===== config.mk =====
export PLATFORM = sky130hd
export DESIGN_NAME = dsc_serial_decoder
export DESIGN_NICKNAME = d
export VERILOG_FILES = /design/src/pkg/dsc_pkg.sv /design/src/rtl/dsc_serial_decoder.sv /design/src/rtl/dsc_sync2.sv
export SDC_FILE = /design/constraint.sdc
export NUM_CORES = 1
export LEC_CHECK = 0
export BUFFER_PORTS_ARGS = -buffer_cell sky130_fd_sc_hd__buf_2
export CAP_MARGIN = 10
export CORE_ASPECT_RATIO = 0.5
export CORE_MARGIN = 2
export CORE_UTILIZATION = 25
export DETAILED_ROUTE_END_ITERATION = 16
export PLACE_DENSITY = 0.49
export SLEW_MARGIN = 20
export SYNTH_ARGS = -nofsm -noshare
export SYNTH_HDL_FRONTEND = slang
export SYNTH_SLANG_ARGS = --single-unit

===== constraint.sdc =====
create_clock -name pclk -period 3.6 [get_ports pclk]
set_clock_uncertainty 0.2 [all_clocks]
set_input_delay 0.18 -clock pclk [delete_from_list [all_inputs] [get_ports pclk]]
set_output_delay 0.18 -clock pclk [all_outputs]
set_load 0.02 [all_outputs]

===== src/pkg/dsc_pkg.sv =====
package dsc_pkg;
	localparam int WORD_W = 16;
	localparam int BYTE_W = 8;
	localparam int HALF_W = 16;
	localparam int PHASE_W = 12;
	localparam int APB_AW = 12;
	localparam logic [4:0] BIT_LAST = 5'h0f;
	localparam logic [3:0] CMD_PH_DIRECT = 4'h0;
	localparam logic [3:0] CMD_PH_DEFER = 4'h1;
	localparam logic [3:0] CMD_FR_DIRECT = 4'h2;
	localparam logic [3:0] CMD_FR_DEFER = 4'h3;
	localparam logic [3:0] CMD_PSEL = 4'h4;
	localparam logic [3:0] CMD_FSEL = 4'h5;
	localparam logic [3:0] CMD_BOTHSEL = 4'h6;
	localparam logic [3:0] CMD_TEST = 4'h7;
	localparam logic [1:0] TOP_SRCSYNC = 2'h2;
	localparam logic [1:0] TOP_SLEEP = 2'h3;
	localparam int POS_TOP = 14;
	localparam int POS_CMD = 12;
	localparam int POS_ADDR = 8;
	localparam int POS_SYNC = 13;
	localparam int POS_CHOICE_SOURCE_BIT = 12;
	localparam int POS_SLEEP = 13;
	localparam int POS_ACCRST = 12;
	localparam int POS_WIPE = 11;
	localparam int POS_FSEL = 11;
	localparam int POS_PSEL = 9;
	localparam int ADDR_PHASE = 3;
	localparam int ADDR_FREG = 2;
	localparam int ADDR_HALF = 1;
	localparam int ADDR_BYTE = 0;
	localparam logic [APB_AW-1:0] REG_STATUS = 12'h000;
	localparam logic [APB_AW-1:0] REG_CMD = 12'h004;
	localparam logic [APB_AW-1:0] REG_FREQ0 = 12'h008;
	localparam logic [APB_AW-1:0] REG_FREQ1 = 12'h00c;
	localparam logic [APB_AW-1:0] REG_PHASE0 = 12'h010;
	localparam logic [HALF_W-1:0] RST_HALF = 16'h0000;
	localparam logic [PHASE_W-1:0] RST_PHASE = 12'h000;
	localparam logic [2:0] RST_SERIAL_PINS = 3'h6;
	localparam logic [2:0] RST_SEL_PINS = 3'h0;
	typedef enum logic [1:0] {RX_IDLE, RX_SHIFT, RX_DONE} dsc_rx_state_t;
endpackage : dsc_pkg


===== src/rtl/dsc_serial_decoder.sv =====
`timescale 1ns/1ns
// Summary of operation
// - Code 0000 merges byte, writes phase register.
// - Code 0001 loads defer half only.
// - Code 0010 merges byte, writes frequency half.
// - Code 0011 loads defer half only.
// - Code 0100 latches D10..D9 phase select bits.
// - Code 0101 latches D11 frequency select bit.
// - Code 0110 latches both selects together.
// - Top bits 10 mean source/sync command.
// - D13 sets the synchronisation bit.
// - Synchronisation adds two master clock cycles.
// - Without synchronisation, apply without extra stage.
// - D12 picks bits or pins as select source.
// - Top 11 command, D13 powers down.
// - D12 forces phase accumulator to zero.
// - D11 clears sync and select source.
// - Clear bit returns low by itself.
// - Word is command, address, data byte.
// - Source/sync command ignores D11..D0.
// - Sleep command ignores D10..D0.
// - Address picks frequency byte or phase byte.
// - Sixteen falling edges framed by sync low.
// - Direct transfer lands on next clock edge.
module dsc_serial_decoder
	import dsc_pkg::*;
(
	input wire logic pclk, // Master clock, 100 MHz.
	input wire logic presetn, // Asynchronous reset, active low.
	input wire logic [APB_AW-1:0] paddr, // APB byte address.
	input wire logic psel, // APB select.
	input wire logic penable, // APB access phase.
	input wire logic pwrite, // APB direction, high for write.
	input wire logic [31:0] pwdata, // APB write data.
	output logic [31:0] prdata, // APB read data.
	output logic pready, // APB ready.
	output logic pslverr, // APB error for unmapped address.
	input wire logic sclk, // Serial clock from the host.
	input wire logic serial_data_in, // Serial data, MSB first.
	input wire logic frame_sync_n, // Frame sync, active low.
	input wire logic tuning_word_reg_choice, // Frequency select pin.
	input wire logic phase_choice_lo, // Phase select pin, low bit.
	input wire logic phase_choice_hi, // Phase select pin, high bit.
	output logic [1:0][31:0] tuning_word_reg, // Frequency registers 1 and 0.
	output logic [3:0][PHASE_W-1:0] phase_offset, // Phase offset registers 3..0.
	output logic freq_sel_out, // Frequency register in use.
	output logic [1:0] phase_sel_out, // Phase register in use.
	output logic power_down, // Sleep, clocks and DAC off.
	output logic reference_output_en, // Reference output enabled.
	output logic acc_zero // Hold phase accumulator at zero.
);
	logic sclk_s;
	logic fsn_s;
	logic sdi_s;
	logic sclk_d_r;
	logic [2:0] sel_pin_s;
	logic [2:0] sel_pin_d;
	dsc_rx_state_t rx_state_r;
	dsc_rx_state_t rx_state_nxt;
	logic [4:0] bitcnt_r;
	logic [4:0] bitcnt_nxt;
	logic [WORD_W-1:0] shift_r;
	logic [WORD_W-1:0] shift_nxt;
	logic [HALF_W-1:0] defer_r;
	logic [HALF_W-1:0] defer_nxt;
	logic [1:0][1:0][HALF_W-1:0] tuning_r;
	logic [3:0][PHASE_W-1:0] phase_r;
	logic sync_r;
	logic sync_nxt;
	logic choice_source_bit_r;
	logic choice_source_bit_nxt;
	logic sleep_r;
	logic sleep_nxt;
	logic accrst_r;
	logic accrst_nxt;
	logic wipe_r;
	logic wipe_nxt;
	logic fsel_bit_r;
	logic fsel_bit_nxt;
	logic [1:0] psel_bits_r;
	logic [1:0] psel_bits_nxt;
	logic test_seen_r;
	logic freq_sel_r;
	logic [1:0] phase_sel_r;
	logic [31:0] prdata_r;
	logic dly_valid;
	logic [WORD_W-1:0] dly_word;

	dsc_sync2 #(.W(3), .RST(RST_SERIAL_PINS)) u_pin_sync (
		.clk(pclk),
		.rst_n(presetn),
		.d({sclk, frame_sync_n, serial_data_in}),
		.q({sclk_s, fsn_s, sdi_s})
	);

	dsc_sync2 #(.W(3), .RST(RST_SEL_PINS)) u_sel_sync (
		.clk(pclk),
		.rst_n(presetn),
		.d({tuning_word_reg_choice, phase_choice_hi, phase_choice_lo}),
		.q(sel_pin_s)
	);

	// Pin samples take two more master clock edges while synchronisation is on.
	dsc_sync2 #(.W(3), .RST(RST_SEL_PINS)) u_sel_dly (
		.clk(pclk),
		.rst_n(presetn),
		.d(sel_pin_s),
		.q(sel_pin_d)
	);

	// Serial receiver.
	wire sclk_fall = sclk_d_r && !sclk_s;
	wire take_bit = !fsn_s && sclk_fall && (rx_state_r != RX_DONE);
	wire ser_done = take_bit && (bitcnt_r == BIT_LAST);
	wire [WORD_W-1:0] ser_word = {shift_r[WORD_W-2:0], sdi_s};
	assign shift_nxt = take_bit ? ser_word : shift_r;
	assign bitcnt_nxt = fsn_s ? 5'h00 : (take_bit ? 5'(bitcnt_r + 5'h01) : bitcnt_r);

	// Edges past the sixteenth are ignored until the frame closes.
	always_comb begin
		rx_state_nxt = rx_state_r;
		unique case (rx_state_r)
			RX_IDLE: begin
				if (!fsn_s) rx_state_nxt = RX_SHIFT;
			end
			RX_SHIFT: begin
				if (fsn_s) rx_state_nxt = RX_IDLE;
				else if (ser_done) rx_state_nxt = RX_DONE;
			end
			RX_DONE: begin
				if (fsn_s) rx_state_nxt = RX_IDLE;
			end
		endcase
	end

	always_ff @(posedge pclk or negedge presetn) begin
		if (!presetn) begin
			sclk_d_r <= 1'b1;
			rx_state_r <= RX_IDLE;
			bitcnt_r <= 5'h00;
			shift_r <= 16'h0000;
		end else begin
			sclk_d_r <= sclk_s;
			rx_state_r <= rx_state_nxt;
			bitcnt_r <= bitcnt_nxt;
			shift_r <= shift_nxt;
		end
	end

	// APB slave; the command register injects a word as if it came serially.
	wire apb_setup = psel && !penable;
	wire apb_access = psel && penable;
	wire hit_status = (paddr == REG_STATUS);
	wire hit_cmd = (paddr == REG_CMD);
	wire hit_freq0 = (paddr == REG_FREQ0);
	wire hit_freq1 = (paddr == REG_FREQ1);
	wire hit_phase = (paddr[APB_AW-1:4] == REG_PHASE0[APB_AW-1:4]) && (paddr[1:0] == 2'h0);
	wire addr_hit = hit_status || hit_cmd || hit_freq0 || hit_freq1 || hit_phase;
	// A serial word owns the decoder in its cycle, so APB waits one cycle then.
	assign pready = !ser_done;
	assign pslverr = apb_access && !addr_hit;
	wire apb_cmd_wr = apb_access && pwrite && hit_cmd && pready;
	wire [31:0] status_word = {11'h000, bitcnt_r, 5'h00, test_seen_r, phase_sel_r, freq_sel_r,
		psel_bits_r, fsel_bit_r, accrst_r, sleep_r, choice_source_bit_r, sync_r};
	wire [31:0] rd_mux = hit_status ? status_word :
		hit_freq0 ? tuning_r[0] :
		hit_freq1 ? tuning_r[1] :
		hit_phase ? {20'h00000, phase_r[paddr[3:2]]} : 32'h00000000;

	always_ff @(posedge pclk or negedge presetn) begin
		if (!presetn) prdata_r <= 32'h00000000;
		else if (apb_setup && !pwrite) prdata_r <= rd_mux;
	end
	assign prdata = prdata_r;

	// Command source and the optional two-edge alignment stage.
	wire cmd_valid = ser_done || apb_cmd_wr;
	wire [WORD_W-1:0] cmd_word = ser_done ? ser_word : pwdata[WORD_W-1:0];

	dsc_sync2 #(.W(WORD_W + 1), .RST(17'h00000)) u_cmd_dly (
		.clk(pclk),
		.rst_n(presetn),
		.d({cmd_valid && sync_r, cmd_word}),
		.q({dly_valid, dly_word})
	);

	// Serial words are sixteen serial bits apart, but APB words two edges apart can meet a delayed word; the delayed word wins.
	wire apply_valid = dly_valid || (cmd_valid && !sync_r);
	wire [WORD_W-1:0] aw = dly_valid ? dly_word : cmd_word;
	wire [1:0] top = aw[POS_TOP +: 2];
	wire [3:0] cmd = aw[POS_CMD +: 4];
	wire [3:0] addr = aw[POS_ADDR +: 4];
	wire [BYTE_W-1:0] dbyte = aw[BYTE_W-1:0];
	wire is_reg = apply_valid && !aw[WORD_W-1];
	wire do_srcsync = apply_valid && (top == TOP_SRCSYNC);
	wire do_sleep = apply_valid && (top == TOP_SLEEP);
	wire do_defer = is_reg && (cmd[3:2] == 2'h0);
	wire ph_direct = is_reg && (cmd == CMD_PH_DIRECT) && addr[ADDR_PHASE];
	wire fr_direct = is_reg && (cmd == CMD_FR_DIRECT) && !addr[ADDR_PHASE];
	wire ph_defer = is_reg && (cmd == CMD_PH_DEFER);
	wire fr_defer = is_reg && (cmd == CMD_FR_DEFER);
	wire set_psel = is_reg && ((cmd == CMD_PSEL) || (cmd == CMD_BOTHSEL));
	wire set_fsel = is_reg && ((cmd == CMD_FSEL) || (cmd == CMD_BOTHSEL));
	wire [1:0] ph_idx = addr[2:1];
	wire fr_idx = addr[ADDR_FREG];
	wire fr_half = addr[ADDR_HALF];
	wire [1:0] word_psel = aw[POS_PSEL +: 2];
	wire word_fsel = aw[POS_FSEL];

	// The byte lands in its defer half; direct codes take the merged word.
	assign defer_nxt = !do_defer ? defer_r :
		(addr[ADDR_BYTE] ? {dbyte, defer_r[BYTE_W-1:0]} : {defer_r[HALF_W-1:BYTE_W], dbyte});
	// Only the low twelve bits are kept; the host zeroes the top nibble.
	wire [PHASE_W-1:0] merged_phase = defer_nxt[PHASE_W-1:0];

	always_ff @(posedge pclk or negedge presetn) begin
		if (!presetn) begin
			defer_r <= RST_HALF;
			tuning_r <= {4{RST_HALF}};
			phase_r <= {4{RST_PHASE}};
		end else begin
			defer_r <= defer_nxt;
			if (ph_direct) phase_r[ph_idx] <= merged_phase;
			if (fr_direct) tuning_r[fr_idx][fr_half] <= defer_nxt;
		end
	end
	assign tuning_word_reg = tuning_r;
	assign phase_offset = phase_r;

	// Control bits; bits outside each command's fields are never looked at.
	assign sync_nxt = do_srcsync ? aw[POS_SYNC] : (wipe_r ? 1'b0 : sync_r);
	assign choice_source_bit_nxt = do_srcsync ? aw[POS_CHOICE_SOURCE_BIT] : (wipe_r ? 1'b0 : choice_source_bit_r);
	assign sleep_nxt = do_sleep ? aw[POS_SLEEP] : sleep_r;
	assign accrst_nxt = do_sleep ? aw[POS_ACCRST] : accrst_r;
	assign wipe_nxt = do_sleep && aw[POS_WIPE];
	assign psel_bits_nxt = set_psel ? word_psel : psel_bits_r;
	assign fsel_bit_nxt = set_fsel ? word_fsel : fsel_bit_r;

	always_ff @(posedge pclk or negedge presetn) begin
		if (!presetn) begin
			sync_r <= 1'b0;
			choice_source_bit_r <= 1'b0;
			sleep_r <= 1'b0;
			accrst_r <= 1'b0;
			wipe_r <= 1'b0;
			psel_bits_r <= 2'h0;
			fsel_bit_r <= 1'b0;
			test_seen_r <= 1'b0;
		end else begin
			sync_r <= sync_nxt;
			choice_source_bit_r <= choice_source_bit_nxt;
			sleep_r <= sleep_nxt;
			accrst_r <= accrst_nxt;
			wipe_r <= wipe_nxt;
			psel_bits_r <= psel_bits_nxt;
			fsel_bit_r <= fsel_bit_nxt;
			// The reserved code only leaves a sticky trace in status.
			if (is_reg && (cmd == CMD_TEST)) test_seen_r <= 1'b1;
		end
	end

	// Select source: latched bits, or pins with the extra stage when aligned.
	wire [2:0] pin_pick = sync_r ? sel_pin_d : sel_pin_s;
	wire freq_sel_nxt = choice_source_bit_r ? fsel_bit_r : pin_pick[2];
	wire [1:0] phase_sel_nxt = choice_source_bit_r ? psel_bits_r : pin_pick[1:0];

	always_ff @(posedge pclk or negedge presetn) begin
		if (!presetn) begin
			freq_sel_r <= 1'b0;
			phase_sel_r <= 2'h0;
		end else begin
			freq_sel_r <= freq_sel_nxt;
			phase_sel_r <= phase_sel_nxt;
		end
	end
	assign freq_sel_out = freq_sel_r;
	assign phase_sel_out = phase_sel_r;
	assign power_down = sleep_r;
	assign reference_output_en = !sleep_r;
	assign acc_zero = accrst_r;
endmodule : dsc_serial_decoder


===== src/rtl/dsc_sync2.sv =====
`timescale 1ns/1ns
module dsc_sync2 #(
	parameter int W = 1,
	parameter logic [W-1:0] RST = '0
) (
	input wire logic clk, // Sampling clock.
	input wire logic rst_n, // Asynchronous reset, active low.
	input wire logic [W-1:0] d, // Data to pass through two stages.
	output logic [W-1:0] q // Data two edges later.
);
	logic [W-1:0] meta_r;

	// The first stage feeds only the second stage.
	always_ff @(posedge clk or negedge rst_n) begin
		if (!rst_n) begin
			meta_r <= RST;
			q <= RST;
		end else begin
			meta_r <= d;
			q <= meta_r;
		end
	end
endmodule : dsc_sync2

Yosys cells after proc, flatten, opt, wreduce, memory -nomap -nowiden
Cells that the tools add are included.
{ "classes": {"n_lt_le_gt_ge": 7, "n_reduce_logical": 55, "mux": 31, "addsub": 1, "n_eq_ne": 18} }
{ "ops": {"columns": ["operator", "n"], "rows": [
  ["$mux 32", 4],
  ["$mux 16", 5],
  ["$bwmux 64", 1],
  ["$bwmux 48", 1],
  ["$mux 12", 3],
  ["$demux 32 s1", 1],
  ["$logic_and 1x1->1", 29],
  ["$bmux 12 s2", 1],
  ["$demux 12 s2", 1],
  ["$eq 12x4->1 const B", 2],
  ["$demux 16 s1", 1],
  ["$eq 4x3->1 const B", 4],
  ["$eq 12x3->1 const B", 1],
  ["$logic_not 12->1", 1],
  ["$logic_not 1->1", 10],
  ["$mux 2", 5],
  ["$mux 5", 2],
  ["$eq 8x1->1 const B", 1],
  ["$logic_or 1x1->1", 8],
  ["$eq 2x2->1 const B", 3],
  ["$logic_not 2->1", 3],
  ["$lt 2x3->1 const B", 2],
  ["$pmux 2 s3", 1],
  ["$add 5x1->5 const B", 1],
  ["other kinds (14)", 21]
]} }
{ "totals": {"out_inout_bits": 152, "input_bits": 55, "regBits": 247, "word_cells": 144} }

Logic depth before layout (Yosys ltp)
{ "depth": {"ltp_word": 14, "ltp_mapped": 11, "mapped_depth_nobuf": 9} }

Modules after synthesis
From an unflattened synthesis, not the netlist that was laid out.
{ "hier_totals": {"hier_cells": 748, "hier_area_um2": 10177.3} }
{ "by_module_without_submodules": {"columns": ["mod", "area_per_inst_um2", "n_inst", "seq_area_each_um2", "cells_each"], "rows": [
  ["dsc_serial_decoder", 8871.0, 1, 4880.9, 696],
  ["dsc_sync2 (u_cmd_dly)", 850.8, 1, 850.8, 34],
  ["dsc_sync2 (u_sel_dly ...)", 150.1, 2, 150.1, 6],
  ["dsc_sync2 (u_pin_sync)", 155.1, 1, 155.1, 6]
]} }

Worst setup path after synthesis
OpenSTA, ideal clock, no wires.
{ "synth_path": {"path_kind": "register to register", "startpoint": "register rx_state_r[0]", "endpoint": "register tuning_r (netlist bit tuning_word_reg[53])", "arrival_time_ns": 3.021, "period_less_slack_ns": 3.347, "path_slack_ns": 0.253, "n_path_buf": 2, "t_required_ns": 3.275, "stages_incl_launch_ff": 11, "cell_sequence": "dfrtp_1 inv_1 ha_1 or4b_1 buf_2 o21ai_1 a31oi_2 or4_4 nor3_4 buf_8 mux2_4"} }
{ "synth_via": {"elab_chain_len": 12, "elab_cells_between_ends": 31, "cone_classes": "order compare: 4; eq/ne: 2; mux: 9; reduce/logical: 16"} }
{ "synth_lines": {"columns": ["element", "line", "source"], "rows": [
  ["start: declaration", "dsc_serial_decoder.sv:58", "dsc_rx_state_t rx_state_r;"],
  ["start signal: assignment", "dsc_serial_decoder.sv:144", "rx_state_r <= rx_state_nxt;"],
  ["$ne 2x2->1 (*)", "dsc_serial_decoder.sv:113", "wire take_bit = !fsn_s && sclk_fall && (rx_state_r != RX_DONE);"],
  ["$logic_and 1x1->1 (*)", "dsc_serial_decoder.sv:113", null],
  ["$logic_and 1x1->1 (*)", "dsc_serial_decoder.sv:114", "wire ser_done = take_bit && (bitcnt_r == BIT_LAST);"],
  ["$mux 16 or $logic_not 1->1 (tied branches)", "dsc_serial_decoder.sv:178, dsc_serial_decoder.sv:160", null],
  ["$mux 16 or $logic_and 1x1->1 (tied branches)", "dsc_serial_decoder.sv:189, dsc_serial_decoder.sv:162", null],
  ["$lt 1x2->1 (not written as such), or another cell as far along", "dsc_serial_decoder.sv:224", "if (fr_direct) tuning_r[fr_idx][fr_half] <= defer_nxt;"],
  ["$logic_and 1x1->1, on equally long branches", "dsc_serial_decoder.sv:224, dsc_serial_decoder.sv:188", null],
  ["$mux 16 (not written as such) or $logic_or 1x1->1 (tied branches)", "dsc_serial_decoder.sv:224, dsc_serial_decoder.sv:188", null],
  ["$demux 16 s1 or $logic_and 1x1->1 (tied branches)", "dsc_serial_decoder.sv:224, dsc_serial_decoder.sv:194", null],
  ["$mux 32 (not written as such) or $logic_and 1x1->1 (tied branches)", "dsc_serial_decoder.sv:224, dsc_serial_decoder.sv:197", null],
  ["$demux 32 s1 or $mux 16 (tied branches)", "dsc_serial_decoder.sv:224, dsc_serial_decoder.sv:211", null],
  ["$bwmux 64", "dsc_serial_decoder.sv:224", null],
  ["end signal: assignment", "dsc_serial_decoder.sv:219", "tuning_r <= {4{RST_HALF}};"],
  ["end signal: indexed assignment", "dsc_serial_decoder.sv:224", null],
  ["end: declaration", "dsc_serial_decoder.sv:66", "logic [1:0][1:0][HALF_W-1:0] tuning_r;"]
]} }
Every way passes the cells marked *; elsewhere a longest branch is shown, timed or not.
A chain may end at the register's enable or synchronous reset.

Final worst setup path
{ "layout_path": {"startpoint": "register rx_state_r[0]", "endpoint": "register phase_r (netlist bit phase_offset[4])"} }
{ "layout_via": {"elab_chain_len": 12, "elab_cells_between_ends": 25, "cone_classes": "order compare: 2; eq/ne: 1; mux: 7; reduce/logical: 15"} }
{ "layout_lines": {"columns": ["element", "line", "source"], "rows": [
  ["$ne 2x2->1 (*)", "dsc_serial_decoder.sv:113", null],
  ["$logic_and 1x1->1 (*)", "dsc_serial_decoder.sv:113", null],
  ["$logic_and 1x1->1 (*)", "dsc_serial_decoder.sv:114", null],
  ["$logic_not 1->1", "dsc_serial_decoder.sv:160", "assign pready = !ser_done;"],
  ["$logic_and 1x1->1", "dsc_serial_decoder.sv:162", "wire apb_cmd_wr = apb_access && pwrite && hit_cmd && pready;"],
  ["$logic_or 1x1->1", "dsc_serial_decoder.sv:177", "wire cmd_valid = ser_done || apb_cmd_wr;"],
  ["$logic_and 1x1->1", "dsc_serial_decoder.sv:188", "wire apply_valid = dly_valid || (cmd_valid && !sync_r);"],
  ["$logic_or 1x1->1", "dsc_serial_decoder.sv:188", null],
  ["$logic_and 1x1->1", "dsc_serial_decoder.sv:194", "wire is_reg = apply_valid && !aw[WORD_W-1];"],
  ["$logic_and 1x1->1", "dsc_serial_decoder.sv:197", "wire do_defer = is_reg && (cmd[3:2] == 2'h0);"],
  ["$mux 16 (*)", "dsc_serial_decoder.sv:211", "assign defer_nxt = !do_defer ? defer_r :"],
  ["via defer_nxt[4]", "dsc_serial_decoder.sv:65", "logic [HALF_W-1:0] defer_nxt;"],
  ["$bwmux 48 (*)", "dsc_serial_decoder.sv:223", "if (ph_direct) phase_r[ph_idx] <= merged_phase;"],
  ["end signal: assignment", "dsc_serial_decoder.sv:220", "phase_r <= {4{RST_PHASE}};"],
  ["end signal: indexed assignment", "dsc_serial_decoder.sv:223", null],
  ["end: declaration", "dsc_serial_decoder.sv:67", "logic [3:0][PHASE_W-1:0] phase_r;"]
]} }
Mark *: on every way through the listed nets, which the timed path passes. The rest lies on a longest branch.

==> results.cfg <==
[synth]
synth_top_flop_cell = dfrtp_1
ys_seq_area_share_pct = 60.02
synth_cell_types = 55
synthArstFlopShare_pct = 100.0
synth_nets = 843
syn_area_per_cell_um2 = 13.17
syn_area_mm2 = 0.01031
synth_seq_cells = 247
syn_inst = 783
synth-edff-count = 0
yosysWarningCount = 0

[cts]
htreeDepth = 1
post_cts_buffers = 0
cts_tree = yes
clk_path_buf_depth = 3
root_buffer = clkbuf_16
cts.sinks = 247
cts.clk_slew.worst_paths_ns = 0.06
cts_buffers = 26
clkLatencyLatePin_ns = 0.53

[power]
finalPower_mw = 6.237
ir_worst_vdd_uv = 321.3
power.density_mw_per_mm2 = 468.0
leakage_nw = 6.548

[cells_and_area]
syn_to_final_growth_pct = 29.29
final_cell_count_no_fill = 1579
diodes = 0
final_util_pct = 32.88
layout-drive-gt1-share_pct = 43.21
design_area_mm2 = 0.01333
largest_reg_flops = 64
nNetsFinal = 1079

[timing]
fmax_ghz = 0.2933
max-slew-margin-rel_pct = 40.18
tns_ns = 0
max_slew.worst_pin.slew_ns = 0.8974
report.final.setup_viol = 0
maxSlewViolCount = 0
min_period_over_period_pct = 94.71
period_minus_slack_ns = 3.410
fin_ws_ns = 0.1903
hold_ws_ns = 0.03681
grt_setup_unrepaired = false
hold_viol = 0

[detailed_routing]
wl_met1_um = 12160
wl_met3_um = 1141
drt-pass1-iter-count = 6
dr.max_layer_used = met4
via_per_inst = 4.590
vias = 7247
wire_per_inst_um = 19.21
antenna_left = 0
drcViolationCount = 0
drt_iter0_markers = 410
wl_um = 30340
met2_length_um = 16110

[worst_setup_path]
worstSetupStartpointType = flop
cp.arrival_ns = 3.62
cp.required_ns = 3.81
cp_max_fo = 10
crit_type = reg2reg
critPathCaptureType = flop

[grt]
grt_max_degree = 117
grt.overflow.total = 0
grt_usage_pct = 14.00
grt_pass1_wl_um = 46800
grt_pass1_vias = 7490
grt_antenna_before_repair = 0

[die]
fp.dieW_um = 291.2
core_mm2 = 0.04053
die_h_um = 147.6
dieArea_mm2 = 0.04297
start_util_pct = 25.43
rows = 52
io_pins = 207

[hold_path]
hold_class = in2reg

[run]
maxCapViolations = 0

[outcome]
status = finished, final reports clean

[placement]
gp_congestion = 0.8087
dpl_cell_area_mm2 = 0.01211
io_buffers = 190
hpwl_um = 21790
dp.cells = 1504
post-place-ws_ns = 0.001964
cells in the final DEF (no fill, tap or decap), drive strengths merged, types with 4 or more instances in the layout:
master       netlist  final
mux2             150    150
inv                8      8
nor2              35     35
nor4               4      4
nand2             97     97
mux4              12     12
o211ai            11     11
nor3               5      5
o21ai             29     29
o31ai              8      8
nand3             18     18
buf               16    227
a21oi             19     19
ha                 5      5
dfstp              5      5
clkinv             1      6
a31oi             19     19
clkbuf            30     40
mux2i             11     11
a22oi             15     15
dfrtp            242    242
o2bb2ai           11     11
dlygate4sd3        0     27
final cells by class:
type,count,area (µm²)
Sequential cell,247,6187
Clock buffer,40,814.5
Multi-Input combinational cell,481,3914
Tap cell,540,675.6
Inverter,9,33.78
Clock inverter,8,118.9
Timing Repair Buffer,254,1584
Fill cell,4028,27210
power by group:
| group | switching, mW | total (mW) | internal, mW |
|---|---|---|---|
| Combinational | 0.255 | 0.412 | 0.157 |
| Clock | 1.11 | 2.88 | 1.77 |
| Sequential | 0.0636 | 2.94 | 2.88 |
layer usage:
layer / track usage (%) / vias to the layer above
met5: 0 / -
met1: 16.82 / 3777
met4: 4.275 / 0
met2: 25.80 / 125
li1: - / 3288
met3: 2.255 / 57
logic make-up after synthesis:
| family | synth area share (%) |
|---|---|
| mux | 20.80 |
| fa+ha+maj | 0.6069 |
| xor+xnor | 0.2549 |
| simple gates | 8.436 |
| flops | 60.02 |
| compound gates | 7.501 |
| buf+inv | 2.379 |
path summary, 6_finish.rpt:
kind / start / endpoint / slack, ns / cells after the start
worst max register to register: rx_state_r[0] / phase_offset[4] / 0.19 / 10
worst max-delay path: rx_state_r[0] / phase_offset[4] / 0.19 / 10
min in group asynchronous: presetn / phase_sel_out[1] / 0.17 / 2
worst min-delay path: paddr[4] / prdata[11] / 0.04 / 4
worst min register to register: u_cmd_dly.meta_r[5] / u_cmd_dly.q[5] / 0.15 / 0
max in group asynchronous: presetn / tuning_word_reg[46] / 2.05 / 3
timing repair:
action	CTS	global route
gates cloned	0	0
pin swaps	0	0
setup endpoints to repair	3	90
hold buffers	27	0
endpoints found under the hold margin	140	0
gates resized for setup	1	3
cell usage after synthesis (8+ instances only):
library cell  instances  area, µm²
nor2_1               35      131.4
clkbuf_1             30      112.6
inv_1                 8      30.03
mux2_4               20      300.3
a21oi_1              19      95.09
mux4_2               12      270.3
dfrtp_1             242       6056
nand3_1              15      75.07
a31oi_1              17      106.4
buf_2                10      50.05
a22oi_1              15      112.6
o211ai_1             11      82.58
o31ai_1               8      60.06
nand2_1              97      364.1
o21ai_0              27      135.1
mux2i_1              11      110.1
mux2_2              125       1408
o2bb2ai_1            11      96.34
worst max-delay path, cell delays in order, from the launching register on:
cell and delay [ns]:
dfrtp_1 0.35, inv_1 0.08, ha_1 0.22, or4b_4 0.59
o21ai_1 0.22, a31oi_2 0.13, buf_4 0.19, nor4_1 0.25
buf_4 0.24, mux2_2 0.50, mux2_2 0.32
Power figures use the tool's default switching activity.
